### src/ers_consts.vh
/*
 * constants for the e1 receive sync and alarm status bank:
 * register offsets, bit positions, reset values and timing counts.
 * assumes a 200 MHz system clock and a 125 us e1 frame.
 */
`ifndef ERS_CONSTS_VH
`define ERS_CONSTS_VH

// ----------------------------------------------------------------
// register offsets (5-bit page address)
// ----------------------------------------------------------------
`define ERS_A_SYNC_STATUS      5'h10
`define ERS_A_ALARM_FIRST      5'h11
`define ERS_A_TIMER_STATUS     5'h12
`define ERS_A_SLIP_UPPER       5'h13
`define ERS_A_SLIP_LOWER       5'h14
`define ERS_A_RX_FAS           5'h15
`define ERS_A_RX_LINE_STATUS   5'h16
`define ERS_A_JA_STATUS        5'h17
`define ERS_A_RX_NFAS          5'h18
`define ERS_A_RX_MFAS          5'h19
`define ERS_A_CONTROL          5'h1A
`define ERS_A_ALARM_SECOND     5'h1B
`define ERS_A_IRQ_STATUS       5'h1C
`define ERS_A_IRQ_MASK         5'h1D
`define ERS_A_DEVICE_IDENT     5'h1F

// ----------------------------------------------------------------
// control register fields and reset
// ----------------------------------------------------------------
`define ERS_CTL_AIS_SEL        0
`define ERS_CTL_MAINT          1
`define ERS_CTL_AUTO_IWK       2
`define ERS_CTL_RESET          8'h04

// ----------------------------------------------------------------
// interrupt event bits
// ----------------------------------------------------------------
`define ERS_EV_FRAME_LOST      0
`define ERS_EV_RED             1
`define ERS_EV_CRC_REFRAME     2
`define ERS_EV_SUBMF_ERR       3
`define ERS_EV_REMOTE_CRC4_FAILURE           4
`define ERS_EV_LOS             5
`define ERS_EV_AIS16           6
`define ERS_EV_AIS             7

// ----------------------------------------------------------------
// timing
// ----------------------------------------------------------------
`define ERS_CLK_PERIOD_PS      5000
`define ERS_FRAME_PS           125000000
`define ERS_FRAME_TICKS        (`ERS_FRAME_PS / `ERS_CLK_PERIOD_PS)
`define ERS_FRAME_US           125
`define ERS_CRC_TMO_MS         8
`define ERS_CRC_TMO_FRAMES     ((`ERS_CRC_TMO_MS * 1000 + `ERS_FRAME_US - 1) / `ERS_FRAME_US)
`define ERS_RED_MS             100
`define ERS_RED_FRAMES         ((`ERS_RED_MS * 1000 + `ERS_FRAME_US - 1) / `ERS_FRAME_US)
`define ERS_SEC_MS             1000
`define ERS_SEC_FRAMES         ((`ERS_SEC_MS * 1000) / `ERS_FRAME_US)
`define ERS_REMOTE_CRC4_FAILURE_SECS         3'h5
`define ERS_EBIT_LIMIT         10'd989
`define ERS_LOS_BITS           8'd192
`define ERS_LOS_ONES_MIN       8'd24
`define ERS_AIS_WIN_LONG       10'd512
`define ERS_AIS_WIN_SHORT      10'd256
`define ERS_AIS_ZEROS_MAX      10'd3

`endif

### src/ers_status_bank.v
/*
 * e1 receive sync and alarm status bank: alignment, e-bit, crc-4
 * reframe and interworking, red alarm, submultiframe crc errors,
 * remote crc-4 failure, loss of signal, ais and ais16 detection,
 * with a small sticky interrupt block and a plain register port.
 * assumes every framer input is on I_CLK and is one-cycle-pulsed
 * where named _STB; the framer acts on O_REFRAME.
 */
// The strobed register port was chosen for this implementation.
// Contract
// sync bit 7 high while basic frame alignment lost, low once acquired
// sync bit 6 reports multiframe alignment, one means lost
// sync bit 5 reports crc-4 multiframe alignment, one means lost
// sync bits 4 and 3 hold last multiframe's first and second e-bit
// sync bit 2 set when crc-4 multiframe unfound 8 ms after frame sync
// reframe forced on that timeout if maintenance on, auto interworking off
// red alarm after 100 ms frame loss, cleared when alignment regained
// sync bit 0 interworking: one crc-to-crc, zero crc-to-non-crc
// alarm bits 7/6 show crc error of last submultiframe 1/2
// remote failure only after five seconds of e-errors>989, no rai, sync
// loss of signal after 192 zero bits, shown in alarm bit 4
// loss ends on 12.5% ones over 192 positions starting on a pulse
// alarm bit 3 while channel 16 all ones, re-evaluated each frame
// alarm bit 2 while valid ais, criterion chosen by select bit
// writes to status addresses ignored, reads return live status
`timescale 1ns/1ps
`include "ers_consts.vh"

module ers_status_bank #(
	parameter FRAME_TICKS = `ERS_FRAME_TICKS,
	parameter SEC_FRAMES  = `ERS_SEC_FRAMES,
	parameter [7:0] DEVICE_ID = 8'h5A // arbitrary value
) (
	// clock and reset
	input  wire       I_CLK,
	input  wire       I_RST_N,
	// register port
	input  wire [4:0] I_ADDR,
	input  wire [7:0] I_WDATA,
	input  wire       I_WR,
	input  wire       I_RD,
	output reg  [7:0] O_RDATA,
	// received line, one strobe per bit period
	input  wire       I_BIT_STB,
	input  wire       I_RX_BIT,
	// framer state
	input  wire       I_FRAME_STB,
	input  wire       I_BFA_OK,
	input  wire       I_MFA_OK,
	input  wire       I_CRC_MFA_OK,
	input  wire       I_RAI,
	input  wire       I_TS16_ONES,
	// e-bits, per multiframe
	input  wire       I_EBIT_STB,
	input  wire       I_EBIT1,
	input  wire       I_EBIT2,
	input  wire       I_EBIT_ERR,
	// submultiframe crc result
	input  wire       I_SMF_STB,
	input  wire       I_SMF_SEL,
	input  wire       I_SMF_CRC_ERR,
	// outputs
	output reg        O_REFRAME,
	output reg        O_IRQ
);

	// ------------------------------------------------------------
	// state
	// ------------------------------------------------------------
	reg  [7:0]  ctl;
	reg  [7:0]  irq_stat;
	reg  [7:0]  irq_mask;
	reg  [15:0] tick_cnt;
	reg         frame_tick;
	reg         bfa_q;
	reg         rx_ebit_first;
	reg         rx_ebit_second;
	reg  [6:0]  crc_tmo_cnt;
	reg         crc_tmo_run;
	reg         crc4_reframe_flag;
	reg         crc4_interwork_state;
	reg  [9:0]  red_cnt;
	reg         frame_loss_alarm;
	reg         submf_a_crc_error;
	reg         submf_b_crc_error;
	reg  [15:0] sec_cnt;
	reg  [9:0]  ebit_cnt;
	reg         sec_bad;
	reg  [2:0]  good_secs;
	reg         remote_crc4_failure;
	reg  [7:0]  zero_run;
	reg         los;
	reg         los_win;
	reg  [7:0]  los_pos;
	reg  [7:0]  los_ones;
	reg  [9:0]  ais_pos;
	reg  [9:0]  ais_zeros;
	reg         line_all_ones_alarm;
	reg         chan16_all_ones_alarm;

	wire        ais_criterion_select = ctl[`ERS_CTL_AIS_SEL];
	wire        frame_lost = ~I_BFA_OK;
	wire        multiframe_lost = ~I_MFA_OK;
	wire        crc4_multiframe_lost = ~I_CRC_MFA_OK;
	wire        crc_timeout = crc_tmo_run && I_CRC_MFA_OK == 1'b0 && frame_tick &&
	                          crc_tmo_cnt == `ERS_CRC_TMO_FRAMES - 1;
	wire [9:0]  ais_win = ais_criterion_select ? `ERS_AIS_WIN_SHORT : `ERS_AIS_WIN_LONG;
	wire        sec_end = frame_tick && sec_cnt == SEC_FRAMES - 1;
	wire [7:0]  events;
	reg  [7:0]  next_rdata;

	// ------------------------------------------------------------
	// frame time base
	// ------------------------------------------------------------
	// free running so timers keep counting while alignment is lost
	always @(posedge I_CLK or negedge I_RST_N) begin
		if (!I_RST_N) begin
			tick_cnt   <= 16'h0000;
			frame_tick <= 1'b0;
		end else if (tick_cnt == FRAME_TICKS - 1) begin
			tick_cnt   <= 16'h0000;
			frame_tick <= 1'b1;
		end else begin
			tick_cnt   <= tick_cnt + 16'h0001;
			frame_tick <= 1'b0;
		end
	end

	// ------------------------------------------------------------
	// e-bits and submultiframe crc results
	// ------------------------------------------------------------
	always @(posedge I_CLK or negedge I_RST_N) begin
		if (!I_RST_N) begin
			rx_ebit_first     <= 1'b0;
			rx_ebit_second    <= 1'b0;
			submf_a_crc_error <= 1'b0;
			submf_b_crc_error <= 1'b0;
		end else begin
			if (I_EBIT_STB) begin
				rx_ebit_first  <= I_EBIT1;
				rx_ebit_second <= I_EBIT2;
			end
			if (I_SMF_STB && !I_SMF_SEL)
				submf_a_crc_error <= I_SMF_CRC_ERR;
			if (I_SMF_STB && I_SMF_SEL)
				submf_b_crc_error <= I_SMF_CRC_ERR;
		end
	end

	// ------------------------------------------------------------
	// crc-4 search timeout, reframe and interworking
	// ------------------------------------------------------------
	// timer armed on each basic frame alignment gain
	always @(posedge I_CLK or negedge I_RST_N) begin
		if (!I_RST_N) begin
			bfa_q                <= 1'b0;
			crc_tmo_cnt          <= 7'h00;
			crc_tmo_run          <= 1'b0;
			crc4_reframe_flag    <= 1'b0;
			crc4_interwork_state <= 1'b0;
			O_REFRAME            <= 1'b0;
		end else begin
			bfa_q     <= I_BFA_OK;
			O_REFRAME <= 1'b0;
			if (I_BFA_OK && !bfa_q) begin
				crc_tmo_run <= 1'b1;
				crc_tmo_cnt <= 7'h00;
			end else if (!I_BFA_OK || I_CRC_MFA_OK) begin
				crc_tmo_run <= 1'b0;
			end else if (crc_timeout) begin
				crc_tmo_run <= 1'b0;
			end else if (crc_tmo_run && frame_tick) begin
				crc_tmo_cnt <= crc_tmo_cnt + 7'h01;
			end
			if (crc_timeout) begin
				crc4_reframe_flag <= 1'b1;
				if (ctl[`ERS_CTL_AUTO_IWK])
					crc4_interwork_state <= 1'b0;
				if (ctl[`ERS_CTL_MAINT] && !ctl[`ERS_CTL_AUTO_IWK])
					O_REFRAME <= 1'b1;
			end else if (I_CRC_MFA_OK) begin
				crc4_reframe_flag    <= 1'b0;
				crc4_interwork_state <= 1'b1;
			end
		end
	end

	// ------------------------------------------------------------
	// red alarm
	// ------------------------------------------------------------
	// one tick beyond the hold count, so a loss that begins just before
	// a free-running tick can never raise the alarm short of the hold time
	always @(posedge I_CLK or negedge I_RST_N) begin
		if (!I_RST_N) begin
			red_cnt          <= 10'h000;
			frame_loss_alarm <= 1'b0;
		end else if (I_BFA_OK) begin
			red_cnt          <= 10'h000;
			frame_loss_alarm <= 1'b0;
		end else if (frame_tick) begin
			if (red_cnt == `ERS_RED_FRAMES)
				frame_loss_alarm <= 1'b1;
			else
				red_cnt <= red_cnt + 10'h001;
		end
	end

	// ------------------------------------------------------------
	// remote crc-4 failure, judged once per second
	// ------------------------------------------------------------
	// error count saturates just above the limit; only "exceeded" matters
	always @(posedge I_CLK or negedge I_RST_N) begin
		if (!I_RST_N) begin
			sec_cnt             <= 16'h0000;
			ebit_cnt            <= 10'h000;
			sec_bad             <= 1'b0;
			good_secs           <= 3'h0;
			remote_crc4_failure <= 1'b0;
		end else if (sec_end) begin
			sec_cnt  <= 16'h0000;
			ebit_cnt <= 10'h000;
			sec_bad  <= 1'b0;
			if (sec_bad || I_RAI || !I_BFA_OK || ebit_cnt <= `ERS_EBIT_LIMIT) begin
				good_secs           <= 3'h0;
				remote_crc4_failure <= 1'b0;
			end else if (good_secs >= `ERS_REMOTE_CRC4_FAILURE_SECS - 3'h1) begin
				good_secs           <= `ERS_REMOTE_CRC4_FAILURE_SECS;
				remote_crc4_failure <= 1'b1;
			end else begin
				good_secs <= good_secs + 3'h1;
			end
		end else begin
			if (frame_tick)
				sec_cnt <= sec_cnt + 16'h0001;
			if (I_EBIT_ERR && ebit_cnt <= `ERS_EBIT_LIMIT)
				ebit_cnt <= ebit_cnt + 10'h001;
			if (I_RAI || !I_BFA_OK)
				sec_bad <= 1'b1;
		end
	end

	// ------------------------------------------------------------
	// loss of signal
	// ------------------------------------------------------------
	always @(posedge I_CLK or negedge I_RST_N) begin
		if (!I_RST_N) begin
			zero_run <= 8'h00;
			los      <= 1'b0;
			los_win  <= 1'b0;
			los_pos  <= 8'h00;
			los_ones <= 8'h00;
		end else if (I_BIT_STB) begin
			if (I_RX_BIT)
				zero_run <= 8'h00;
			else if (zero_run != `ERS_LOS_BITS)
				zero_run <= zero_run + 8'h01;
			if (!los) begin
				los_win <= 1'b0;
				if (!I_RX_BIT && zero_run == `ERS_LOS_BITS - 8'h01)
					los <= 1'b1;
			end else if (!los_win) begin
				if (I_RX_BIT) begin
					los_win  <= 1'b1;
					los_pos  <= 8'h01;
					los_ones <= 8'h01;
				end
			end else if (los_pos == `ERS_LOS_BITS - 8'h01) begin
				los_win <= 1'b0;
				if (los_ones + {7'h00, I_RX_BIT} >= `ERS_LOS_ONES_MIN)
					los <= 1'b0;
			end else begin
				los_pos  <= los_pos + 8'h01;
				los_ones <= los_ones + {7'h00, I_RX_BIT};
			end
		end
	end

	// ------------------------------------------------------------
	// ais on the line and in channel 16
	// ------------------------------------------------------------
	// fewer than three zeros per window; select picks one or two frames
	always @(posedge I_CLK or negedge I_RST_N) begin
		if (!I_RST_N) begin
			ais_pos               <= 10'h000;
			ais_zeros             <= 10'h000;
			line_all_ones_alarm   <= 1'b0;
			chan16_all_ones_alarm <= 1'b0;
		end else begin
			if (I_FRAME_STB)
				chan16_all_ones_alarm <= I_TS16_ONES;
			if (I_BIT_STB) begin
				if (ais_pos >= ais_win - 10'h001) begin
					ais_pos   <= 10'h000;
					ais_zeros <= 10'h000;
					line_all_ones_alarm <=
						(ais_zeros + {9'h000, ~I_RX_BIT}) < `ERS_AIS_ZEROS_MAX;
				end else begin
					ais_pos   <= ais_pos + 10'h001;
					ais_zeros <= ais_zeros + {9'h000, ~I_RX_BIT};
				end
			end
		end
	end

	// ------------------------------------------------------------
	// interrupt events: rising edges of each alarm except I_RAI, plus each submultiframe crc error strobe
	// ------------------------------------------------------------
	reg [7:0] ev_lvl_q;
	wire [7:0] ev_lvl = {line_all_ones_alarm, chan16_all_ones_alarm, los,
	                     remote_crc4_failure, 1'b0, crc4_reframe_flag,
	                     frame_loss_alarm, frame_lost};
	assign events = (ev_lvl & ~ev_lvl_q) |
	                {4'h0, I_SMF_STB & I_SMF_CRC_ERR, 3'h0};

	// set wins over a write-one-to-clear in the same cycle
	always @(posedge I_CLK or negedge I_RST_N) begin
		if (!I_RST_N) begin
			ev_lvl_q <= 8'h00;
			irq_stat <= 8'h00;
			O_IRQ    <= 1'b0;
		end else begin
			ev_lvl_q <= ev_lvl;
			if (I_WR && I_ADDR == `ERS_A_IRQ_STATUS)
				irq_stat <= (irq_stat & ~I_WDATA) | events;
			else
				irq_stat <= irq_stat | events;
			O_IRQ <= |(irq_stat & irq_mask);
		end
	end

	// ------------------------------------------------------------
	// register writes
	// ------------------------------------------------------------
	// only control and mask take writes here; interrupt status is write-one-to-clear above, other status addresses ignore them
	always @(posedge I_CLK or negedge I_RST_N) begin
		if (!I_RST_N) begin
			ctl      <= `ERS_CTL_RESET;
			irq_mask <= 8'h00;
		end else if (I_WR) begin
			if (I_ADDR == `ERS_A_CONTROL)
				ctl <= {5'h00, I_WDATA[2:0]};
			else if (I_ADDR == `ERS_A_IRQ_MASK)
				irq_mask <= I_WDATA;
		end
	end

	// ------------------------------------------------------------
	// read decode
	// ------------------------------------------------------------
	always @* begin
		next_rdata = 8'h00;
		if (I_ADDR == `ERS_A_SYNC_STATUS)
			next_rdata = {frame_lost,
			              multiframe_lost,
			              crc4_multiframe_lost,
			              rx_ebit_first, rx_ebit_second,
			              crc4_reframe_flag,
			              frame_loss_alarm,
			              crc4_interwork_state};
		else if (I_ADDR == `ERS_A_ALARM_FIRST)
			next_rdata = {submf_a_crc_error, submf_b_crc_error,
			              remote_crc4_failure,
			              los,
			              chan16_all_ones_alarm,
			              line_all_ones_alarm,
			              I_RAI, 1'b0};
		else if (I_ADDR == `ERS_A_CONTROL)
			next_rdata = ctl;
		else if (I_ADDR == `ERS_A_IRQ_STATUS)
			next_rdata = irq_stat;
		else if (I_ADDR == `ERS_A_IRQ_MASK)
			next_rdata = irq_mask;
		else if (I_ADDR == `ERS_A_DEVICE_IDENT)
			next_rdata = DEVICE_ID;
	end

	// read data valid only in the cycle after the read strobe
	always @(posedge I_CLK or negedge I_RST_N) begin
		if (!I_RST_N)
			O_RDATA <= 8'h00;
		else if (I_RD)
			O_RDATA <= next_rdata;
		else
			O_RDATA <= 8'h00;
	end

endmodule // ers_status_bank

### config.mk
export PLATFORM = sky130hd
export DESIGN_NAME = ers_status_bank
export DESIGN_NICKNAME = d
export VERILOG_FILES = /design/src/ers_status_bank.v
export VERILOG_INCLUDE_DIRS = /design/src
export SDC_FILE = /design/constraint.sdc
export NUM_CORES = 1
export LEC_CHECK = 0
export BUFFER_PORTS_ARGS = -buffer_cell sky130_fd_sc_hd__buf_2
export CAP_MARGIN = 20
export CORE_MARGIN = 2
export CORE_UTILIZATION = 35
export DETAILED_ROUTE_END_ITERATION = 7
export PLACE_DENSITY = 0.55
export SKIP_CTS_REPAIR_TIMING = 1
export SYNTH_ARGS = -nofsm -noshare
export SYNTH_HDL_FRONTEND = slang
export SYNTH_SLANG_ARGS = --single-unit
### constraint.sdc
create_clock -name I_CLK -period 4.35 [get_ports I_CLK]
set_input_delay 0.435 -clock I_CLK [delete_from_list [all_inputs] [get_ports I_CLK]]
set_output_delay 0.435 -clock I_CLK [all_outputs]
set_load 0.1 [all_outputs]
* Yosys cells after proc, flatten, opt, wreduce, memory -nomap -nowiden *
Index checks and enable logic that the tools add are counted.

word-level totals
  register bits = 158
  input bits = 32
  output and inout bits = 10

cells by class
  add/subtract/negate cells = 12
  order comparisons = 5
  equality and inequality tests = 18
  mux-type cells = 59
  bitwise logic cells = 14
  reductions and logical operators = 44

operators by type and width
  operator                 count
  $mux W8                  14
  $mux W10                 8
  $mux W16                 3
  $mux W7                  5
  $add A16 B1 Y16 const B  2
  $add A10 B1 Y10 const B  3
  $eq A5 B5 Y1 const B     6
  $mux W1                  27
  $and A8 B8 Y8            3
  $reduce_bool A2 Y1       10
  $add A8 B1 Y8 const B    2
  $eq A16 B13 Y1 const B   1
  $eq A16 B15 Y1 const B   1
  $eq A8 B8 Y1 const B     2
  $not A8 Y8               2
  $or A8 B8 Y8             2
  $reduce_and A2 Y1        7
  $logic_and A1 B1 Y1      12
  $add A10 B1 Y10          1
  $eq A10 B10 Y1 const B   1
  $ge A10 B10 Y1           1
  $le A10 B10 Y1 const B   1
  $lt A10 B2 Y1 const B    1
  $sub A10 B1 Y10 const B  1
  19 further kinds         36

* Depth between registers and ports, before layout *
Gate-level depths: netlist of the first run.

  depth after elaboration = 8
  mapped depth = 8
  mapped depth without buffers = 8

* Worst setup path after synthesis of the first run *
OpenSTA, ideal clock, no wires.

  path kind = input -> register
  start = input I_RX_BIT
  end = register line_all_ones_alarm
  library setup time = 0.122 ns
  arrival time = 1.788 ns
  required time = 4.228 ns
  slack = 2.440 ns
  stages = 8
  cells stage by stage = inv_1 -> ha_1 -> ha_1 -> nand3_1 -> nor3_2 -> xnor2_1 -> and3_1 -> a32o_1

on the way
  word-level cells in the longest chain between the ends = 3

ends and longest elaborated chain
  item                     RTL line               text
  from (decl)              ers_status_bank.v:45   input wire I_RX_BIT,
  $not A1 Y1               ers_status_bank.v:296  (ais_zeros + {9'h000, ~I_RX_BIT}) < `ERS_AIS_ZEROS_MAX;
  $add A10 B1 Y10          ers_status_bank.v:296
  $lt A10 B2 Y1 (no line)  --
  to (signal assigned)     ers_status_bank.v:295  line_all_ones_alarm <=
  to (decl)                ers_status_bank.v:98   reg line_all_ones_alarm;

No other way between the ends.
A chain may end at the register's enable or synchronous reset.

* Worst setup path after layout of the first run *
  start = register los_win
  end = register los_ones[7]

on the way
  word-level cells in the longest chain between the ends = 2
  elaborated cells between the ends (all ways) = 4
  classes of those cells = 1 x eq/ne; 1 x mux; 2 x reduce/logical

ends and longest elaborated chain
  item                                                                 RTL line               text
  from (decl)                                                          ers_status_bank.v:93   reg los_win;
  from (signal assigned)                                               ers_status_bank.v:249  los_win <= 1'b0;
  from (signal assigned)                                               ers_status_bank.v:258  los_win <= 1'b0;
  from (signal assigned)                                               ers_status_bank.v:263  los_win <= 1'b1;
  $ne A2 B2 Y1 (no line) / $reduce_bool A2 Y1 (equally long branches)  --
  $reduce_and A4 Y1 (no line)                                          --
  to (signal assigned)                                                 ers_status_bank.v:273  los_ones <= los_ones + {7'h00, I_RX_BIT};
  to (decl)                                                            ers_status_bank.v:95   reg [7:0] los_ones;

Several ways; a longest one is shown, not always the timed one.

==> results of run 1 <==
## worst max-delay path: cells and delay by family, from the launching register on
family	cells	cell delay [ns]
flops	1	0.67
simple gates	4	1.14
compound gates	1	0.24
## flip-flops by register name, indices dropped and copies added (netlist names), 3 cells and up
register	count
O_RDATA	8
ais_pos	10
ais_zeros	10
crc_tmo_cnt	7
ctl	3
ebit_cnt	10
ev_lvl_q	7
good_secs	3
irq_mask	8
irq_stat	8
los_ones	8
los_pos	8
red_cnt	10
sec_cnt	16
tick_cnt	16
zero_run	8
## power groups by stage
stage	sequential (mW)	clock [mW]	combinational, mW
2_1_floorplan	1.75	0	0.295
3_3_place_gp	1.76	0	0.440
3_5_place_dp	1.76	0	0.448
4_1_cts	1.73	1.54	0.450
5_1_grt	1.76	1.60	0.504
6_report	1.74	1.49	0.443
## through the flow
step | area (um2) | setup slack, ns
2_1_floorplan | 7800 | 2.44
3_3_place_gp | 8260 | 1.98
3_5_place_dp | 8260 | 1.95
4_1_cts | 8850 | 2.16
5_1_grt | 8850 | 1.92
6_report | 8850 | 2.17
## cell families (layout without fill, tap and decap cells)
logic type	after synthesis	after routing
mux	25	25
fa+ha+maj	19	19
compound gates	141	141
simple gates	339	339
xor+xnor	53	53
flops	158	158
buf+inv	55	106
## worst max path at each step
| stage | startpoint | endpoint | slack, ns | cells after the start |
|---|---|---|---|---|
| global placement | I_BIT_STB | los_ones[6] | 1.98 | 5 |
| detailed placement | I_BIT_STB | los_ones[4] | 1.95 | 5 |
| finish | los_win | los_ones[7] | 2.17 | 5 |
| global route | los_win | los_ones[7] | 1.92 | 5 |
| CTS | los_win | los_ones[7] | 2.16 | 5 |
| floorplan | I_RX_BIT | line_all_ones_alarm | 2.44 | 8 |
## layout make-up
cell class / count / area share [%]
well taps: 280 / 3.96
clock buffers: 18 / 4.96
inverters: 31 / 1.31
flip-flops and latches: 158 / 44.7
multi-input cells: 577 / 40.7
repair buffers: 43 / 2.70
clock inverters: 14 / 1.71
## layer usage
layer  wire length [um]  GRT usage [%]  up-vias
li1                   -              -     2902
met1               7920           19.7     2835
met2               7050           21.9       85
met3                586           3.57       19
met4                216           4.63        0
met5                  0              0        -
## placed cells by master (no fill, tap or decap), types with 4 or more instances in the layout
| master | count |
|---|---|
| sky130_fd_sc_hd__a22o_1 | 5 |
| sky130_fd_sc_hd__buf_2 | 40 |
| sky130_fd_sc_hd__o21ai_0 | 52 |
| sky130_fd_sc_hd__nor3_1 | 12 |
| sky130_fd_sc_hd__clkbuf_16 | 17 |
| sky130_fd_sc_hd__o2bb2ai_1 | 4 |
| sky130_fd_sc_hd__xnor2_1 | 28 |
| sky130_fd_sc_hd__a31oi_1 | 8 |
| sky130_fd_sc_hd__or4_1 | 5 |
| sky130_fd_sc_hd__and3_1 | 25 |
| sky130_fd_sc_hd__dfrtp_1 | 157 |
| sky130_fd_sc_hd__nand3b_1 | 5 |
| sky130_fd_sc_hd__nor2b_1 | 5 |
| sky130_fd_sc_hd__xor2_1 | 25 |
| sky130_fd_sc_hd__o31ai_1 | 12 |
| sky130_fd_sc_hd__ha_1 | 19 |
| sky130_fd_sc_hd__and4_1 | 4 |
| sky130_fd_sc_hd__mux2i_1 | 8 |
| sky130_fd_sc_hd__and2_1 | 4 |
| sky130_fd_sc_hd__inv_6 | 4 |
| sky130_fd_sc_hd__a21oi_1 | 21 |
| sky130_fd_sc_hd__a22oi_1 | 4 |
| sky130_fd_sc_hd__inv_1 | 31 |
| sky130_fd_sc_hd__nand2_1 | 85 |
| sky130_fd_sc_hd__nor4_1 | 5 |
| sky130_fd_sc_hd__nor2_1 | 89 |
| sky130_fd_sc_hd__clkinvlp_4 | 4 |
| sky130_fd_sc_hd__o41ai_1 | 5 |
| sky130_fd_sc_hd__o22ai_1 | 7 |
| sky130_fd_sc_hd__nand4_1 | 21 |
| sky130_fd_sc_hd__nand3_1 | 53 |
| sky130_fd_sc_hd__nand2b_1 | 4 |
| sky130_fd_sc_hd__mux2_2 | 17 |
==> impl_metrics.toml, run 1 <==
[critical_path]
worst-endpoint-required_ns = 4.66
worst_r2r_startpoint = "los_win"
critical_path.max_stage_delay_ns = 0.67
start_kind = "flip-flop"
cp_slowest_cell = "sky130_fd_sc_hd__dfrtp_1"
worstPathMaxFanout = 23
crit_chain = "nand4_1, nor3_1, or2_1, nor4_1, a211o_1"
sort_of_element_at_the_end_of_the_critical_path = "flip-flop"
timing.rr.end = "los_ones[7]"
r2r_setup_slk_ns = 2.17
timing.setup.critical_path_class = "flip-flop to flip-flop"
cp.arrival_ns = 2.49
rr_worst_depth = 5

[sta]
fin_crit_sh_pct = 50.1
final-setup-viol-count = 0
slew_violations = 0
finalWorstPathRequiredPeriod_ns = 2.18
total_negative_setup_slack_ns = 0
hold_viol = 0
hold_ws_ns = 0.0216
grt_setup_unrepaired = "false"
relSlewSlack_pct = 51.5
maxClockFrequency_mhz = 459
fin_worst_skew_ns = 0.0118
worst_pin_slew_ns = 0.727

[clock_tree]
numClockSinks = 158
cts_max_path_buffers = 2
clock_latency_ns = 0.43
h-tree-depth = 4
cts.reportedPaths.clkPinSlew_ns = 0.07
number_of_buffers_inserted_during_clock_tree_synthesis = 17
cts_tree = "yes"
cts_root_buffer = "sky130_fd_sc_hd__clkbuf_16"

[synthesis]
number_of_synthesized_flops_with_an_enable_pin = 0
postSynth.asyncResetShare_pct = 100
synth_compound_area_share_pct = 11.6
synth.mux.area_fraction_pct = 3.48
synth_top_family_by_area = "simple AND/OR/NAND/NOR gates"
ys_ff_latch = 158
synth-warning-count = 0
yosysMostFrequentCell = "sky130_fd_sc_hd__dfrtp_1"
synthAdderAreaFrac_pct = 3.05
netlist_top_cells_count = "sky130_fd_sc_hd__dfrtp_1 (157), sky130_fd_sc_hd__nor2_1 (89), sky130_fd_sc_hd__nand2_1 (85)"
synth.cell_area_um2 = 7800
ys_dominant_reg_cell = "sky130_fd_sc_hd__dfrtp_1"
synthSimpleGateAreaFrac_pct = 22.1
netlist_instances = 790
synth.lib_cells_used.distinct = 65
yosys.area.top_type_share_pct = 50.4
synth_largest_area_cell = "sky130_fd_sc_hd__dfrtp_1"
synth_sequential_area_ratio_pct = 50.7
syn-num-nets = 841
synthesis.area_per_instance_um2 = 9.87
synth-xor-area-share_pct = 5.95
netlist_top_cells_area = "sky130_fd_sc_hd__dfrtp_1 (50%), sky130_fd_sc_hd__nor2_1 (4.3%), sky130_fd_sc_hd__nand2_1 (4.1%)"

[power]
reg_power_share_pct = 47.3
totalPowerFinal_mw = 3.67
power_density_of_the_placed_cells_nw_per_um2 = 414
power.clock.fraction_pct = 40.6
ir_drop_uv = 230
pwr-share-comb_pct = 12.1
static-leakage-power_nw = 3.88
internal-power_mw = 2.60
netSwitchingFraction_pct = 29.1
switch_pwr_mw = 1.07

[route]
initialDrtViolationCount = 247
route.detailed.drc = 0
detail_route.first_pass.iterations = 6
avgViaCountPerCell = 5.21
vias = 5841
drt-wirelength-per-cell_um = 14.1
antenna_violating_nets_post_route = 0
wl_mm = 15.8

[cells_and_area]
finalNetCount = 879
post_route_cells_drive_above_1_share_pct = 12.5
num-fill-cells = 2146
final-seq-area_um2 = 3960
n_antenna_cell = 0
area_growth_syn_to_fin_pct = 13.5
layout.cells.non_filler = 1121
total_area_of_multi_input_combinational_cells_um2 = 3600
final_core_util_pct = 40.6

[grt]
grt_start_max_net_pins = 81
grt_first_pass_wirelength_mm = 27.8
groute.usage.overall_pct = 14.2
antenna_found_initial = 0
grt_pass1_vias = 5761
grt_remaining_overflow = 0

[status]
outcome = "complete, no violations"

[floorplanning]
die_outline_height_um = 153
core-area_um2 = 21800
die-area_um2 = 23500
ios = 42
initial_utilization_pct = 35.7
row_count = 54
die_width_um = 153

[placed_design]
detailed_place_hpwl_mm = 10.5
gpl_wtd_cong = 0.771
count_of_buffers_inserted_at_the_top_level_ports = 41
dp_cells = 1089

[flow_run]
max-cap-violations = 0

[hold_path]
holdCritPathClass = "input pin to asynchronous set/reset pin"
Power figures use the tool's default switching activity.
==> run 2, diff against run 1 <==
PLACE_DENSITY = 0.56   (was 0.55)
clock period = 1.85 ns   (was 4.35 ns; I/O delays follow)
==> run 2 against run 1 <==
Effect of this change: critical path depth is 1 higher; combinational power grew to 2.6 times the previous value; final cell count is 4.2% higher; clock skew grew 0.00053 ns; die area stayed put; final area rose by 4.9%; largest power group unchanged.
==> impl_metrics.toml, run 2 (same netlist as run 1, synthesis figures left out) <==
[status]
outcome = "complete, no violations"

[hold_path]
timing.hold.worst.start = "I_BFA_OK"
worst_hold_path.num_cells = 2
holdCritPathClass = "input pin to flip-flop"
holdPathEnd = "ev_lvl_q[0]"

[floorplanning]
die_width_um = 153
die_outline_height_um = 153
row_count = 54
core-area_um2 = 21800
die-area_um2 = 23500
initial_utilization_pct = 35.7
ios = 42

[sta]
final-setup-viol-count = 0
layout_setup_ws_ns = 0.0925
fin_worst_skew_ns = 0.0124
slew_violations = 0
relSlewSlack_pct = 63.3
hold_ws_ns = 0.0122
hold_viol = 0
grt_setup_unrepaired = "true"
fin_crit_sh_pct = 95.0
worst_pin_slew_ns = 0.549
maxClockFrequency_mhz = 569
finalWorstPathRequiredPeriod_ns = 1.76

[route]
avgViaCountPerCell = 5.06
wl_mm = 16.2
antenna_violating_nets_post_route = 0
detail_route.first_pass.iterations = 5
drt-wirelength-per-cell_um = 13.9
route.detailed.drc = 0
initialDrtViolationCount = 310
vias = 5905

[cells_and_area]
largest_registers = "sec_cnt: 16 flops, tick_cnt: 16 flops"
layout.cells.most_common_list = "sky130_fd_sc_hd__dfrtp_1 (157), sky130_fd_sc_hd__nor2_1 (89), sky130_fd_sc_hd__nand2_1 (83)"
total_area_of_multi_input_combinational_cells_um2 = 3630
n_antenna_cell = 0
final_core_util_pct = 42.6
final-seq-area_um2 = 3960
num-fill-cells = 2136
layout.cells.most_common = "sky130_fd_sc_hd__dfrtp_1"
area_growth_syn_to_fin_pct = 19.1
layout.cells.non_filler = 1168
finalNetCount = 926
post_route_cells_drive_above_1_share_pct = 16.7

[placed_design]
detailed_place_hpwl_mm = 11.4
count_of_buffers_inserted_at_the_top_level_ports = 41
post-place-ws_ns = 0.0305
gpl_wtd_cong = 0.781
dp_cells = 1125

[critical_path]
timing.critical_path.mode_cell = "sky130_fd_sc_hd__and3_1"
worst-endpoint-required_ns = 2.16
timing.setup.critical_path_class = "flip-flop to flip-flop"
worst_r2r_startpoint = "los_ones[0]"
cp_num_buf_inv = 0
worst_path_dominant_cell_family = "simple AND/OR/NAND/NOR gates"
start_kind = "flip-flop"
sort_of_element_at_the_end_of_the_critical_path = "flip-flop"
r2r_setup_slk_ns = 0.09
crit_chain = "ha_1, and3_1, and3_1, nand3_1, and3_1, a211o_1"
cp_slowest_cell = "sky130_fd_sc_hd__dfrtp_1"
critical_path.max_stage_delay_ns = 0.35
worstPathMaxFanout = 5
timing.rr.end = "los_ones[7]"
path_depth = 6
cp.arrival_ns = 2.07
rr_worst_depth = 6

[flow_run]
max-cap-violations = 0

[grt]
grt_first_pass_wirelength_mm = 28.3
grt_start_max_net_pins = 52
antenna_found_initial = 0
grt_remaining_overflow = 0
grt_pass1_vias = 5806
groute.usage.overall_pct = 14.5

[power]
totalPowerFinal_mw = 8.68
static-leakage-power_nw = 4.13
power_density_of_the_placed_cells_nw_per_um2 = 935
ir_drop_uv = 481

[clock_tree]
cts_tree = "yes"
cts.reportedPaths.clkPinSlew_ns = 0.07
number_of_buffers_inserted_during_clock_tree_synthesis = 17
cts_max_path_buffers = 2
numClockSinks = 158
cts_root_buffer = "sky130_fd_sc_hd__clkbuf_16"
h-tree-depth = 4
clock_latency_ns = 0.43
run 2: power breakdown:
| part | internal (mW) | total (mW) | switching [mW] |
|---|---|---|---|
| logic | 0.488 | 1.14 | 0.650 |
| registers | 3.76 | 4.09 | 0.335 |
| clock network | 1.90 | 3.45 | 1.55 |
| total | 6.15 | 8.68 | 2.53 |
run 2: final cells by class:
class,count,share of cell area (%)
sequential,158,42.6
clock buffer,18,4.62
timing repair buffer,90,7.03
multi-input combinational,577,39.1
tap,280,3.77
clock inverter,14,1.62
inverter,31,1.25
run 2: worst max path at each step:
stage                      startpoint           end  slack [ns]
after global placement     los_pos[0]   los_ones[4]        0.12
after floorplan            los_pos[0]   los_ones[6]        0.13
after global routing       sec_cnt[7]  good_secs[0]       -0.02
after CTS                 ebit_cnt[0]   ebit_cnt[5]        0.03
final                     los_ones[0]   los_ones[7]        0.09
after detailed placement  ebit_cnt[0]   ebit_cnt[5]        0.03
run 2: through the flow:
step / cell area [um2] / setup TNS [ns]
2_1_floorplan: 7800 / 0
3_3_place_gp: 8570 / 0
3_5_place_dp: 8570 / 0
4_1_cts: 9150 / 0
5_1_grt: 9290 / -0.0192
6_report: 9290 / 0
run 2: routing by layer:
layer,part of all wire (%),vias to the layer above,global-route usage [%]
met5,0,-,0
met2,45,89,22.4
li1,-,3004,-
met4,1.3,0,4.81
met3,3.7,13,3.40
met1,50,2799,20.2
run 2: worst reg2reg max path, cell delays in order (launching register included):
cell and delay [ns]:
sky130_fd_sc_hd__dfrtp_1 0.35, sky130_fd_sc_hd__ha_1 0.20, sky130_fd_sc_hd__and3_1 0.23, sky130_fd_sc_hd__and3_1 0.26
sky130_fd_sc_hd__nand3_1 0.14, sky130_fd_sc_hd__and3_1 0.21, sky130_fd_sc_hd__a211o_1 0.26
